**src/ccp_pkg.sv**
```systemverilog
package ccp_pkg;

  // ==========================================================
  // Bus geometry
  localparam int             ADDR_W          = 8;
  localparam int             DATA_W          = 32;

  // ==========================================================
  // Register indices; byte address is four times the index
  localparam logic [7:0]     IDX_VALUE_LOW   = 8'h15;
  localparam logic [7:0]     IDX_VALUE_HIGH  = 8'h16;
  localparam logic [7:0]     IDX_CONTROL     = 8'h17;
  localparam logic [7:0]     IDX_STATUS      = 8'h18;
  localparam logic [7:0]     IDX_MASK        = 8'h19;
  localparam logic [7:0]     ADDR_VALUE_LOW  = {IDX_VALUE_LOW[5:0], 2'b00};
  localparam logic [7:0]     ADDR_VALUE_HIGH = {IDX_VALUE_HIGH[5:0], 2'b00};
  localparam logic [7:0]     ADDR_CONTROL    = {IDX_CONTROL[5:0], 2'b00};
  localparam logic [7:0]     ADDR_STATUS     = {IDX_STATUS[5:0], 2'b00};
  localparam logic [7:0]     ADDR_MASK       = {IDX_MASK[5:0], 2'b00};

  // ==========================================================
  // Field layout and reset values
  localparam int             VALUE_W         = 16;
  localparam int             CTL_W           = 6;
  localparam int             MODE_LSB        = 0;
  localparam int             MODE_MSB        = 3;
  localparam int             DUTY_LSB_POS    = 4;
  localparam int             DUTY_MSB_POS    = 5;
  localparam int             DUTY_W          = 10;
  localparam int             EVENT_BIT       = 0;
  localparam logic [5:0]     CTL_RESET       = 6'h00;
  localparam logic [15:0]    VALUE_RESET     = 16'h0000;
  localparam logic [9:0]     DUTY_RESET      = 10'h000;

  // ==========================================================
  // Mode codes
  localparam logic [3:0]     MODE_OFF        = 4'h0;
  localparam logic [3:0]     MODE_CAP_FALL   = 4'h4;
  localparam logic [3:0]     MODE_CAP_RISE   = 4'h5;
  localparam logic [3:0]     MODE_CAP_RISE4  = 4'h6;
  localparam logic [3:0]     MODE_CAP_RISE16 = 4'h7;
  localparam logic [3:0]     MODE_CMP_SET    = 4'h8;
  localparam logic [3:0]     MODE_CMP_CLEAR  = 4'h9;
  localparam logic [3:0]     MODE_CMP_SOFT   = 4'hA;
  localparam logic [3:0]     MODE_CMP_SPECIAL = 4'hB;
  localparam logic [1:0]     GROUP_CAPTURE   = 2'h1;
  localparam logic [1:0]     GROUP_COMPARE   = 2'h2;
  localparam logic [1:0]     GROUP_PWM       = 2'h3;

  // ==========================================================
  // Capture prescaler terminal counts
  localparam logic [3:0]     PRESC_ZERO      = 4'h0;
  localparam logic [3:0]     PRESC_ONE       = 4'h1;
  localparam logic [3:0]     PRESC_LAST4     = 4'h3;
  localparam logic [3:0]     PRESC_LAST16    = 4'hF;

endpackage

```
**src/capture_if.sv**
```systemverilog
`timescale 1ns/100ps
interface capture_if;
  logic [3:0] mode;
  logic       capture_evt;

  modport producer (
    input  mode,
    output capture_evt
  );
  modport consumer (
    output mode,
    input  capture_evt
  );
endinterface

```
**src/capture_edge_detect.sv**
```systemverilog
`timescale 1ns/100ps
module capture_edge_detect
  import ccp_pkg::*;
(
  // Clock and reset
  input  wire logic        clock,
  input  wire logic        rst_sync_b,
  // Selected pin level, asynchronous
  input  wire logic        pin_in,
  // Link to the control logic
  capture_if.producer      cap
);

  logic       sync1_r;
  logic       sync2_r;
  logic       prev_r;
  logic [3:0] presc_r;
  logic [3:0] presc_nxt;
  logic [3:0] mode_q_r;
  logic       evt_r;
  logic       evt_nxt;
  logic       rise;
  logic       fall;
  logic       prescaled;
  logic [3:0] last_cnt;

  assign rise      = sync2_r & ~prev_r;
  assign fall      = ~sync2_r & prev_r;
  assign prescaled = (cap.mode == MODE_CAP_RISE4) || (cap.mode == MODE_CAP_RISE16);
  assign last_cnt  = (cap.mode == MODE_CAP_RISE16) ? PRESC_LAST16 : PRESC_LAST4;

  // A mode change restarts the prescaler so no stale count leaks in
  assign presc_nxt = (!prescaled || cap.mode != mode_q_r) ? PRESC_ZERO :
                     !rise ? presc_r :
                     (presc_r == last_cnt) ? PRESC_ZERO : presc_r + PRESC_ONE;

  assign evt_nxt   = (cap.mode == MODE_CAP_FALL)  ? fall :
                     (cap.mode == MODE_CAP_RISE)  ? rise :
                     (prescaled && cap.mode == mode_q_r) ? (rise && presc_r == last_cnt) :
                     1'b0;

  // ==========================================================
  // Pin synchroniser and edge history
  always_ff @(posedge clock or negedge rst_sync_b) begin
    if (!rst_sync_b) begin
      sync1_r <= 1'b0;
      sync2_r <= 1'b0;
      prev_r  <= 1'b0;
    end else begin
      sync1_r <= pin_in;
      sync2_r <= sync1_r;
      prev_r  <= sync2_r;
    end
  end

  // ==========================================================
  // Prescaler and event pulse
  always_ff @(posedge clock or negedge rst_sync_b) begin
    if (!rst_sync_b) begin
      presc_r  <= PRESC_ZERO;
      mode_q_r <= MODE_OFF;
      evt_r    <= 1'b0;
    end else begin
      presc_r  <= presc_nxt;
      mode_q_r <= cap.mode;
      evt_r    <= evt_nxt;
    end
  end

  assign cap.capture_evt = evt_r;

endmodule // capture_edge_detect

```
**src/capture_compare_pwm_unit.sv**
```systemverilog
// The APB register port was left to the implementer.
`timescale 1ns/100ps
// Behaviour
// - One 16-bit value word serves as capture, compare or duty register according to the mode.
// - The value word is reached as a low byte register and a high byte register.
// - Capture and compare use the first timer count, PWM uses the second timer count.
// - A configuration bit routes the pin function to port B pin two or pin three.
// - Modes 0100, 0101, 0110, 0111 capture on every falling, rising, 4th rising, 16th rising edge.
// - Mode 1000 drives the pin high on a match and sets the event flag.
// - Mode 1001 drives the pin low on a match and sets the event flag.
// - Mode 1010 only sets the event flag on a match and leaves the pin alone.
// - Mode 1011 sets the flag, leaves the pin, resets the first timer and starts an enabled conversion.
module capture_compare_pwm_unit
  import ccp_pkg::*;
(
  // Clock and reset
  input  wire logic              clock,
  input  wire logic              rst_b,
  // APB slave
  input  wire logic              psel,
  input  wire logic              penable,
  input  wire logic              pwrite,
  input  wire logic [ADDR_W-1:0] paddr,
  input  wire logic [DATA_W-1:0] pwdata,
  output logic      [DATA_W-1:0] prdata,
  output logic                   pready,
  output logic                   pslverr,
  // Timers
  input  wire logic [15:0]       first_timer_count,
  input  wire logic [9:0]        second_timer_count,
  input  wire logic              second_timer_period_start,
  output logic                   first_timer_reset,
  // Converter
  input  wire logic              adc_enabled,
  output logic                   adc_start,
  // Configuration word bit
  input  wire logic              unit_pin_route_select,
  // Pins
  input  wire logic              port_b_pin_two_in,
  output logic                   port_b_pin_two_out,
  output logic                   port_b_pin_two_oe,
  input  wire logic              port_b_pin_three_in,
  output logic                   port_b_pin_three_out,
  output logic                   port_b_pin_three_oe,
  // Interrupt
  output logic                   irq
);

  // ==========================================================
  // Reset release
  logic rst_meta_r;
  logic rst_sync_b;

  always_ff @(posedge clock or negedge rst_b) begin
    if (!rst_b) begin
      rst_meta_r <= 1'b0;
      rst_sync_b <= 1'b0;
    end else begin
      rst_meta_r <= 1'b1;
      rst_sync_b <= rst_meta_r;
    end
  end

  // ==========================================================
  // Declarations
  logic [CTL_W-1:0]   unit_control_r;
  logic [CTL_W-1:0]   unit_control_nxt;
  logic [VALUE_W-1:0] unit_value_word_r;
  logic [VALUE_W-1:0] unit_value_word_nxt;
  logic               unit_event_flag_r;
  logic               unit_event_flag_nxt;
  logic               mask_r;
  logic               mask_nxt;
  logic               route_meta_r;
  logic               route_r;
  logic               match_q_r;
  logic               out_latch_r;
  logic               out_latch_nxt;
  logic [DUTY_W-1:0]  duty_latch_r;
  logic [DUTY_W-1:0]  duty_latch_nxt;
  logic               pwm_out_r;
  logic               pwm_out_nxt;
  logic               pready_r;
  logic               pslverr_r;
  logic [DATA_W-1:0]  prdata_r;
  logic [DATA_W-1:0]  rdata_mux;
  logic               addr_hit;
  logic               pin2_out_r;
  logic               pin2_oe_r;
  logic               pin3_out_r;
  logic               pin3_oe_r;
  logic               trig_r;
  logic               adc_r;
  logic               irq_r;

  // ==========================================================
  // Mode decode
  logic [3:0]         unit_mode_select;
  logic [1:0]         mode_group;
  logic               is_off;
  logic               is_capture;
  logic               is_compare;
  logic               is_pwm;
  logic               is_special;
  logic [DUTY_W-1:0]  duty_request;

  assign unit_mode_select = unit_control_r[MODE_MSB:MODE_LSB];
  assign mode_group       = unit_mode_select[3:2];
  assign is_off           = (unit_mode_select == MODE_OFF);
  assign is_capture       = (mode_group == GROUP_CAPTURE);
  assign is_compare       = (mode_group == GROUP_COMPARE);
  assign is_pwm           = (mode_group == GROUP_PWM);
  assign is_special       = (unit_mode_select == MODE_CMP_SPECIAL);
  // Low byte holds the eight upper duty bits, control holds the two lower
  assign duty_request     = {unit_value_word_r[7:0],
                             unit_control_r[DUTY_MSB_POS:DUTY_LSB_POS]};

  // ==========================================================
  // APB decode
  logic access_phase;
  logic commit;
  logic wr_commit;
  logic wr_low;
  logic wr_high;
  logic wr_ctl;
  logic wr_status;
  logic wr_mask;

  // One wait state: pready rises the cycle after the access phase starts
  assign access_phase = psel & penable & ~pready_r;
  assign commit       = psel & penable & pready_r;
  assign wr_commit    = commit & pwrite;
  assign wr_low       = wr_commit && (paddr == ADDR_VALUE_LOW);
  assign wr_high      = wr_commit && (paddr == ADDR_VALUE_HIGH);
  assign wr_ctl       = wr_commit && (paddr == ADDR_CONTROL);
  assign wr_status    = wr_commit && (paddr == ADDR_STATUS);
  assign wr_mask      = wr_commit && (paddr == ADDR_MASK);

  always_comb begin
    rdata_mux = '0;
    addr_hit  = 1'b1;
    if (paddr == ADDR_VALUE_LOW) begin
      rdata_mux[7:0] = unit_value_word_r[7:0];
    end else if (paddr == ADDR_VALUE_HIGH) begin
      rdata_mux[7:0] = unit_value_word_r[15:8];
    end else if (paddr == ADDR_CONTROL) begin
      rdata_mux[CTL_W-1:0] = unit_control_r;
    end else if (paddr == ADDR_STATUS) begin
      rdata_mux[EVENT_BIT] = unit_event_flag_r;
    end else if (paddr == ADDR_MASK) begin
      rdata_mux[EVENT_BIT] = mask_r;
    end else begin
      addr_hit = 1'b0;
    end
  end

  // ==========================================================
  // Capture path
  capture_if cap_link ();

  logic selected_pin_in;

  // Route bit is static, so muxing ahead of the synchroniser is safe
  assign selected_pin_in = route_r ? port_b_pin_two_in : port_b_pin_three_in;
  assign cap_link.mode   = unit_mode_select;

  capture_edge_detect u_capture (
    .clock      (clock),
    .rst_sync_b (rst_sync_b),
    .pin_in     (selected_pin_in),
    .cap        (cap_link.producer)
  );

  logic capture_hit;

  assign capture_hit = is_capture & cap_link.capture_evt;

  // ==========================================================
  // Compare path
  logic match_now;
  logic compare_hit;

  // First timer is the time base here; match counted once per entry
  assign match_now   = (first_timer_count == unit_value_word_r);
  assign compare_hit = is_compare & match_now & ~match_q_r;

  // ==========================================================
  // Next values
  assign unit_control_nxt = wr_ctl ? pwdata[CTL_W-1:0] : unit_control_r;

  always_comb begin
    unit_value_word_nxt = unit_value_word_r;
    if (wr_low) begin
      unit_value_word_nxt[7:0] = pwdata[7:0];
    end
    if (wr_high) begin
      unit_value_word_nxt[15:8] = pwdata[7:0];
    end
    // Hardware capture overrides a software write in the same cycle
    if (capture_hit) begin
      unit_value_word_nxt = first_timer_count;
    end
  end

  // Set wins over the write-one clear
  assign unit_event_flag_nxt = capture_hit | compare_hit |
                               (unit_event_flag_r &
                                ~(wr_status & pwdata[EVENT_BIT]));
  assign mask_nxt = wr_mask ? pwdata[EVENT_BIT] : mask_r;

  always_comb begin
    out_latch_nxt = out_latch_r;
    if (is_off) begin
      out_latch_nxt = 1'b0;
    end else if (compare_hit && unit_mode_select == MODE_CMP_SET) begin
      out_latch_nxt = 1'b1;
    end else if (compare_hit && unit_mode_select == MODE_CMP_CLEAR) begin
      out_latch_nxt = 1'b0;
    end
  end

  // Duty is latched at period start so a mid-period write cannot glitch
  always_comb begin
    duty_latch_nxt = duty_latch_r;
    pwm_out_nxt    = pwm_out_r;
    if (!is_pwm) begin
      duty_latch_nxt = DUTY_RESET;
      pwm_out_nxt    = 1'b0;
    end else if (second_timer_period_start) begin
      duty_latch_nxt = duty_request;
      pwm_out_nxt    = (duty_request != DUTY_RESET);
    end else if (second_timer_count == duty_latch_r) begin
      pwm_out_nxt    = 1'b0;
    end
  end

  // ==========================================================
  // Pin drive
  logic drive_en;
  logic drive_val;

  // Soft and special compare keep the latch as it stands on the pin
  assign drive_en  = is_compare | is_pwm;
  assign drive_val = is_pwm ? pwm_out_r : out_latch_r;

  // ==========================================================
  // Registers
  always_ff @(posedge clock or negedge rst_sync_b) begin
    if (!rst_sync_b) begin
      unit_control_r    <= CTL_RESET;
      unit_value_word_r <= VALUE_RESET;
      unit_event_flag_r <= 1'b0;
      mask_r            <= 1'b0;
    end else begin
      unit_control_r    <= unit_control_nxt;
      unit_value_word_r <= unit_value_word_nxt;
      unit_event_flag_r <= unit_event_flag_nxt;
      mask_r            <= mask_nxt;
    end
  end

  always_ff @(posedge clock or negedge rst_sync_b) begin
    if (!rst_sync_b) begin
      route_meta_r <= 1'b0;
      route_r      <= 1'b0;
    end else begin
      route_meta_r <= unit_pin_route_select;
      route_r      <= route_meta_r;
    end
  end

  always_ff @(posedge clock or negedge rst_sync_b) begin
    if (!rst_sync_b) begin
      match_q_r    <= 1'b0;
      out_latch_r  <= 1'b0;
      duty_latch_r <= DUTY_RESET;
      pwm_out_r    <= 1'b0;
    end else begin
      match_q_r    <= match_now & is_compare;
      out_latch_r  <= out_latch_nxt;
      duty_latch_r <= duty_latch_nxt;
      pwm_out_r    <= pwm_out_nxt;
    end
  end

  always_ff @(posedge clock or negedge rst_sync_b) begin
    if (!rst_sync_b) begin
      pready_r  <= 1'b0;
      pslverr_r <= 1'b0;
      prdata_r  <= '0;
    end else begin
      pready_r  <= access_phase;
      pslverr_r <= access_phase & ~addr_hit;
      if (access_phase) begin
        prdata_r <= rdata_mux;
      end
    end
  end

  always_ff @(posedge clock or negedge rst_sync_b) begin
    if (!rst_sync_b) begin
      pin2_out_r <= 1'b0;
      pin2_oe_r  <= 1'b0;
      pin3_out_r <= 1'b0;
      pin3_oe_r  <= 1'b0;
    end else begin
      pin2_out_r <= drive_val;
      pin2_oe_r  <= drive_en & route_r;
      pin3_out_r <= drive_val;
      pin3_oe_r  <= drive_en & ~route_r;
    end
  end

  always_ff @(posedge clock or negedge rst_sync_b) begin
    if (!rst_sync_b) begin
      trig_r <= 1'b0;
      adc_r  <= 1'b0;
      irq_r  <= 1'b0;
    end else begin
      trig_r <= is_special & compare_hit;
      adc_r  <= is_special & compare_hit & adc_enabled;
      irq_r  <= unit_event_flag_nxt & mask_nxt;
    end
  end

  // ==========================================================
  // Outputs
  assign prdata               = prdata_r;
  assign pready               = pready_r;
  assign pslverr              = pslverr_r;
  assign first_timer_reset    = trig_r;
  assign adc_start            = adc_r;
  assign port_b_pin_two_out   = pin2_out_r;
  assign port_b_pin_two_oe    = pin2_oe_r;
  assign port_b_pin_three_out = pin3_out_r;
  assign port_b_pin_three_oe  = pin3_oe_r;
  assign irq                  = irq_r;

endmodule // capture_compare_pwm_unit

```
**config.mk**
```make
export PLATFORM = sky130hd
export DESIGN_NAME = capture_compare_pwm_unit
export DESIGN_NICKNAME = d
export VERILOG_FILES = /design/src/ccp_pkg.sv /design/src/capture_if.sv /design/src/capture_edge_detect.sv /design/src/capture_compare_pwm_unit.sv
export SDC_FILE = /design/constraint.sdc
export NUM_CORES = 1
export LEC_CHECK = 0
export ABC_AREA = 1
export BUFFER_PORTS_ARGS = -buffer_cell sky130_fd_sc_hd__buf_2
export CORE_MARGIN = 5
export CORE_UTILIZATION = 45
export DETAILED_ROUTE_END_ITERATION = 8
export GPL_TIMING_DRIVEN = 0
export PLACE_DENSITY_LB_ADDON = 0.3
export SYNTH_ARGS = -nofsm -noshare
export SYNTH_HDL_FRONTEND = slang
export SYNTH_SLANG_ARGS = --single-unit
```
**constraint.sdc**
```tcl
create_clock -name clock -period 2.4 [get_ports clock]
set_clock_uncertainty 0.05 [all_clocks]
set_input_delay 0.24 -clock clock [delete_from_list [all_inputs] [get_ports clock]]
set_output_delay 0.24 -clock clock [all_outputs]
set_load 0.005 [all_outputs]
```
==> flow_summary_export.csv, run 1 <==
group,metric,value,unit
cts,htree_num_levels,3,
setup_path,startpoint,"unit_control_r[3]",
pwr,clockPowerShare,0.376,
setup_path,crit_path_frequent_cell,"nand2_1",
floorplanning,die_area,10200,sq um
floorplanning,die_height,101,um
yosys,yosysTopAreaCellShare,0.464,
yosys,yosys.area_share.simple,0.229,
yosys,yosys.area_share.adder,0.00337,
global_routing,overflow,0,
drt,num_vias,3357,
timing,drv_slew,0,
setup_path,required,2.59,ns
timing,relSlewSlack,0.424,
setup_path,ff2ff_path_depth,8,
timing,rsz0062_at_grt,"no",
setup_path,r2r_start,"unit_control_r[3]",
yosys,synth_seq_cells,69,
floorplanning,fp.dieW,101,um
global_routing,antenna_found_initial,0,
setup_path,cp-endpoint,"u_capture.presc_r[3]",
pwr,ir_drop,0.515,mV
yosys,synth_xor_area_frac,0.0259,
setup_path,endpoint_kind,"flip-flop",
place,place.gp.congestion,0.903,
pwr,power.density,553,nW/um^2
yosys,ys_warn_count,0,
yosys,postSynth.asyncResetShare,1.00,
timing,hold-worst-slack,0.0492,ns
setup_path,critPathBufInv,1,
pwr,comb_power_share,0.115,
timing,period_share,0.766,
yosys,synthMuxAreaShare,0.00606,
floorplanning,core_area,8130,sq um
drt,dr.pass1.iters,5,
yosys,seq_area_frac_synth,0.464,
cts,ctsLongestPathBuffers,2,
floorplanning,start_util,0.457,
floorplanning,rows,33,
setup_path,cp.depth,8,
drt,drcViolationCount,0,
drt,vias_per_cell,4.99,
setup_path,crit_chain,"inv_1 > nand3_1 > nor4_2 > nand2_1 > nand3_1 > nand2_1 > nand2_1 > nor2_1",
yosys,synth_cells,459,
place,dp_hpwl,7.36,mm
global_routing,grt_pass1_vias,3305,
yosys,synthesis.area,3720,sq um
cts,post_cts_resized,0,
run,cap_violations,0,
pwr,swShare,0.265,
drt,wirelength,9.53,mm
setup_path,crit_family,"simple AND/OR/NAND/NOR gates",
drt,routedWlPerCell,14.2,um
yosys,synth_compound_area_frac,0.134,
cts,cts_tree,"built",
yosys,synth_flop_cell,"dfrtp_1",
setup_path,cp_max_fo,6,
final_layout,fillers,782,
cts,clk-insertion-delay-late,0.35,ns
cts,clkTransAtPathRegs,0.08,ns
timing,clock.fmax,0.544,GHz
final_layout,layout-drive-gt1-share,0.218,
setup_path,path_class,"reg2reg",
final_layout,register_area,1730,sq um
timing,tns,0,ns
final_layout,final_cell_area,4490,sq um
yosys,synth-edff-count,0,
global_routing,grt_max_degree,68,
place,dpl_cell_area,4280,sq um
setup_path,r2r-end,"u_capture.presc_r[3]",
cts,cts_made_buffers,9,
setup_path,r2r_slack,0.56,ns
final_layout,fin_util,0.552,
yosys,netlist_top_cells_area,"dfrtp_1 (46%), nand2_1 (9.0%), inv_1 (7.8%), buf_4 (5.0%), nor2_1 (4.3%)",
pwr,total_power,0.00248,W
timing,finalSetupViolations,0,
run_status,status,"finished clean",
setup_path,worstPathArrival,2.03,ns
timing,final_hold_viol_count,0,
yosys,yosysTopAreaCell,"dfrtp_1",
timing,worst_slew_pin_slew,0.864,ns
setup_path,max_stage_delay,0.47,ns
setup_path,startpoint_type,"flip-flop",
timing,fin_crit,1.84,ns
drt,antenna_left,0,
yosys,avgSynthCellArea,8.10,sq um
floorplanning,io_pins,117,
final_layout,fin_nets,640,
pwr,power.leakage,2.43,nW
yosys,synth_top_family_by_area,"simple AND/OR/NAND/NOR gates",
setup_path,crit_slowest_cell,"dfrtp_1",
cts,cts_root_buf,"clkbuf_8",
final_layout,area_delta_synth_final,20.8,%
global_routing,grt_pass1_wl,15.7,mm
pwr,power.share.sequential,0.508,
pwr,power_switching,0.000657,W
final_layout,multiInputGateArea,1570,sq um
drt,drt_iter0_markers,118,
hold_path,min_path_type,"in2reg",
yosys,synth_cell_types,37,
final_layout,antenna_cells,0,
pwr,p_int,0.00182,W
place,io_buffers,68,
global_routing,grt_usage,0.197,
cts,clkSinkCount,69,
-- power by group through the flow --
stage                     registers [W]  clock network (W)  logic [W]
after floorplan                 0.00128                  0   0.000167
after global placement          0.00128                  0   0.000277
after detailed placement        0.00128                  0   0.000281
after CTS                       0.00126           0.000945   0.000285
after global routing            0.00127           0.000999   0.000323
final                           0.00126           0.000934   0.000286
-- how the worst min path moves through the flow --
| stage | depth (start not counted) | slack, ns | from | to |
|---|---|---|---|---|
| floorplan | 0 | -0.11 | rst_b | rst_meta_r |
| global placement | 1 | -0.02 | rst_b | rst_meta_r |
| detailed placement | 1 | -0.02 | rst_b | rst_meta_r |
| CTS | 3 | 0.04 | adc_enabled | adc_start |
| global route | 3 | 0.05 | adc_enabled | adc_start |
| finish | 3 | 0.05 | adc_enabled | adc_start |
-- per-layer routing --
metal / track usage / up-vias / wire, um
met3: 0.0353 / 12 / 674
met1: 0.260 / 1561 / 4200
met5: 0 / - / 0
met2: 0.322 / 116 / 4500
li1: - / 1668 / -
met4: 0.0726 / 0 / 158
-- placed cells by master (no fill, tap or decap), drive strengths merged, types with 2 or more instances in the layout --
cell type     n
a21oi         8
a22oi         3
buf          96
clkbuf       11
clkinv        6
conb         25
dfrtp        69
dlygate4sd3   2
inv          77
mux2          2
nand2        92
nand3        26
nand3b        2
nand4        13
nor2         44
nor3          6
nor4          6
o211ai        4
o21a          3
o21ai        24
o221ai       11
o22a          5
o22ai        14
xnor2         4
xor2          7
-- cells in the mapped netlist, types with 2 or more instances --
| cell | count |
|---|---|
| nor4_1 | 5 |
| nand3_1 | 26 |
| dfrtp_1 | 69 |
| a21oi_1 | 8 |
| nor2_1 | 43 |
| nand2_2 | 3 |
| buf_4 | 25 |
| nor3_2 | 2 |
| a22oi_1 | 3 |
| conb_1 | 2 |
| nand3b_1 | 2 |
| buf_2 | 3 |
| o22ai_1 | 14 |
| o21ai_0 | 22 |
| inv_1 | 77 |
| o21a_1 | 3 |
| mux2_2 | 2 |
| nand2_1 | 89 |
| xor2_1 | 7 |
| o22a_1 | 5 |
| nand4_1 | 13 |
| o211ai_1 | 4 |
| nor3_1 | 4 |
| clkbuf_1 | 2 |
| xnor2_1 | 4 |
| o221ai_1 | 11 |
-- what timing repair did --
| item | CTS | global route |
|---|---|---|
| setup buffers | 0 | 0 |
| hold buffers | 2 | 0 |
| hold endpoints to repair | 3 | 0 |
-- state kept, by name, summed over array words and instances, names as in the netlist, 4 cells and up --
| signal | count |
|---|---|
| duty_latch_r | 10 |
| prdata | 8 |
| u_capture.mode_q_r | 4 |
| u_capture.presc_r | 4 |
| unit_control_r | 6 |
| unit_value_word_r | 16 |
-- logic make-up after synthesis --
logic type,after synthesis
AOI/OAI and AO/OA,75
xor gates and xnor gates,11
adders and majority gates,1
buffers and inverters,108
DFF,69
muxes,2
other,2
and+or+nand+nor,191
-- worst register-to-register path, delay by kind of cell (launching register included) --
family / cells / cell delay (ns)
DFF: 1 / 0.47
and+or+nand+nor: 7 / 0.99
buffers and inverters: 1 / 0.24
-- cell type report --
type / instances / area share
inverter: 78 / 0.0652
multi-input combinational: 305 / 0.351
tap: 105 / 0.0293
buffer: 30 / 0.0468
clock inverter: 7 / 0.0148
timing repair buffer: 70 / 0.0803
clock buffer: 9 / 0.0276
sequential: 69 / 0.385
-- metrics by stage --
stage,worst slack [ns],std cells
floorplan,0.286,482
global placement,-0.511,655
detailed placement,0.589,655
CTS,0.573,673
global route,0.457,673
finish,0.561,673
(Power assumes the default switching activity.)
==> run 2: changes to the inputs <==
--- a/config.mk
+++ b/config.mk
@@ -5,7 +5,7 @@
 export SDC_FILE = /design/constraint.sdc
 export NUM_CORES = 1
 export LEC_CHECK = 0
-export ABC_AREA = 1
+export ABC_AREA = 0
 export BUFFER_PORTS_ARGS = -buffer_cell sky130_fd_sc_hd__buf_2
 export CORE_MARGIN = 5
 export CORE_UTILIZATION = 45
==> constraint.sdc (replaced) <==
create_clock -name clock -period 1.7 [get_ports clock]
set_clock_uncertainty 0.05 [all_clocks]
set_input_delay 0.17 -clock clock [delete_from_list [all_inputs] [get_ports clock]]
set_output_delay 0.17 -clock clock [all_outputs]
set_load 0.005 [all_outputs]
==> flow_summary_export.csv, run 2 <==
group,metric,value,unit
run_status,status,"finished, violations left",
run_status,failed_checks,"negative setup slack",
cts,cts_made_buffers,9,
yosys,avgSynthCellArea,10.6,sq um
setup_path,worstPathArrival,2.04,ns
cts,ctsLongestPathBuffers,2,
setup_path,ff2ff_path_depth,5,
pwr,power.leakage,2.21,nW
setup_path,r2r_start,"unit_value_word_r[4]",
cts,htree_num_levels,3,
place,dp_hpwl,6.12,mm
drt,antenna_left,0,
setup_path,cp.depth,5,
place,place.gp.congestion,0.842,
yosys,synthTopCellsByCount,"dfrtp_1 (69), nor2_1 (39), mux2i_1 (29)",
pwr,power.density,720,nW/um^2
drt,drcViolationCount,0,
setup_path,required,1.88,ns
final_layout,multiInputGateArea,1770,sq um
setup_path,crit_slowest_cell,"dfrtp_2",
cts,cts_root_buf,"clkbuf_8",
yosys,synth_most_common_cell,"dfrtp_1",
setup_path,crit_chain,"xor2_2 > nor4_4 > nand3b_1 > o41a_1 > o22a_1",
floorplanning,core_area,7770,sq um
yosys,synth_cell_types,51,
setup_path,startpoint_type,"flip-flop",
drt,met3_length,521,um
global_routing,overflow,0,
pwr,ir_drop,0.606,mV
pwr,total_power,0.00321,W
hold_path,min_path_type,"in2reg",
cts,cts_tree,"built",
yosys,synthesis.area,3600,sq um
yosys,synth_flop_cell,"dfrtp_1",
timing,drv_slew,0,
global_routing,grt_usage,0.170,
final_layout,layout-drive-gt1-share,0.351,
drt,met2_length,4.08,mm
global_routing,antenna_found_initial,0,
drt,vias_per_cell,5.06,
drt,top_layer_used,"met4",
place,dpl_cell_area,4150,sq um
drt,dr.pass1.iters,6,
final_layout,register_area,1740,sq um
final_layout,mostFrequentLayoutCells,"buf_2 (68), dfrtp_1 (64), nor2_1 (37)",
timing,final_hold_viol_count,0,
timing,period_share,1.10,
setup_path,endpoint_kind,"flip-flop",
global_routing,grt_pass1_wl,13.4,mm
final_layout,final_cell_area,4460,sq um
setup_path,cp-endpoint,"out_latch_r",
yosys,synth_seq_cells,69,
cts,clk-insertion-delay-late,0.35,ns
final_layout,largest_reg_flops,16,
setup_path,max_stage_delay,0.45,ns
place,io_buffers,66,
floorplanning,rows,32,
timing,worst_slack,-0.164,ns
timing,clock.fmax,0.537,GHz
floorplanning,fp.dieW,99.4,um
cts,clkTransAtPathRegs,0.07,ns
final_layout,fillers,705,
setup_path,critPathBufInv,0,
yosys,seq_area_frac_synth,0.480,
final_layout,final_common_cell,"buf_2",
timing,rsz0062_at_grt,"yes",
yosys,ys_warn_count,0,
final_layout,regMostFlops,"unit_value_word_r",
yosys,yosysTopAreaCellShare,0.480,
timing,finalSetupViolations,2,
setup_path,cp_max_fo,4,
setup_path,r2r-end,"out_latch_r",
cts,clkSinkCount,69,
drt,drt-met1-wl,3.59,mm
yosys,yosysTopAreaCell,"dfrtp_1",
timing,relSlewSlack,0.427,
run,cap_violations,0,
drt,wirelength,8.32,mm
setup_path,r2r_slack,-0.16,ns
global_routing,grt_max_degree,68,
timing,worst_slew_pin_slew,0.859,ns
final_layout,area_delta_synth_final,24.1,%
floorplanning,io_pins,117,
global_routing,grt_pass1_vias,2724,
yosys,netlist_top_cells_area,"dfrtp_1 (48%), mux2i_1 (8.1%), buf_4 (5.2%), mux2_2 (4.4%), nor2_1 (4.1%)",
setup_path,startpoint,"unit_value_word_r[4]",
final_layout,antenna_cells,0,
drt,drt_iter0_markers,134,
drt,num_vias,2792,
yosys,postSynth.asyncResetShare,1.00,
setup_path,crit_family,"compound AO/OA/AOI/OAI gates",
yosys,synth-edff-count,0,
floorplanning,die_area,9890,sq um
floorplanning,die_height,99.4,um
floorplanning,start_util,0.463,
timing,hold-worst-slack,0.0168,ns
final_layout,fin_nets,523,
drt,routedWlPerCell,15.1,um
yosys,synth_cells,338,
timing,fin_crit,1.86,ns
setup_path,path_class,"reg2reg",
==> run 2: kinds of logic after synthesis <==
group	after synthesis	share of synthesized area
buffers and inverters	41	0.0713
DFF	69	0.480
AOI/OAI and AO/OA	51	0.0977
adders and majority gates	1	0.00348
muxes	43	0.124
and+or+nand+nor	110	0.170
other	2	0.00209
xor gates and xnor gates	21	0.0511
==> run 2: report_power, final <==
group | internal, W | total (W) | switching (W)
Combinational | 0.000184 | 0.000355 | 0.000170
Clock | 0.000513 | 0.00111 | 0.000596
Sequential | 0.00168 | 0.00175 | 0.0000673
==> run 2: how the worst min path moves through the flow <==
| stage | startpoint | end | slack [ns] | depth (start not counted) |
|---|---|---|---|---|
| 3_5_place_dp | rst_b | rst_meta_r | -0.09 | 1 |
| 6_report | port_b_pin_two_in | u_capture.sync1_r | 0.02 | 2 |
| 5_1_grt | port_b_pin_two_in | u_capture.sync1_r | 0.0005 | 2 |
| 3_3_place_gp | rst_b | rst_meta_r | -0.09 | 1 |
| 4_1_cts | adc_enabled | adc_start | 0.005 | 2 |
| 2_1_floorplan | rst_b | rst_meta_r | -0.18 | 0 |
==> run 2: worst register-to-register path, cell delays in order, from the launching register on <==
cell and delay (ns):
dfrtp_2 0.45, xor2_2 0.17, nor4_4 0.32, nand3b_1 0.18, o41a_1 0.40, o22a_1 0.19
==> run 2: what timing repair did <==
action | in CTS | in global routing
pin swaps | 4 | 8
gates resized for setup | 13 | 11
buffers inserted | 4 | 2
endpoints found under the setup margin | 26 | 28
hold buffers | 2 | 0
endpoints found under the hold margin | 3 | 0
gates cloned | 0 | 0
==> run 2: per-layer routing <==
metal / vias to the layer above / track usage
li1: 1348 / -
met1: 1346 / 0.218
met2: 82 / 0.284
met3: 16 / 0.0414
met4: 0 / 0.0536
met5: - / 0
==> run 2: area by class of cell <==
type / count / area share
sequential: 69 / 0.389
tap: 102 / 0.0286
clock buffer: 10 / 0.0286
buffer: 34 / 0.0524
clock inverter: 5 / 0.00673
inverter: 7 / 0.00589
timing repair buffer: 74 / 0.0922
multi-input combinational: 251 / 0.397
==> run 2: stage by stage <==
| stage | utilization | setup TNS (ns) | setup WS [ns] | instances |
|---|---|---|---|---|
| 2_1_floorplan | - | 0 | 0.00530 | 361 |
| 3_3_place_gp | 0.534 | -5.94 | -0.303 | 529 |
| 3_5_place_dp | 0.534 | -5.91 | -0.349 | 529 |
| 4_1_cts | 0.568 | -0.342 | -0.168 | 550 |
| 5_1_grt | 0.575 | -0.724 | -0.212 | 552 |
| 6_report | 0.575 | -0.219 | -0.164 | 552 |
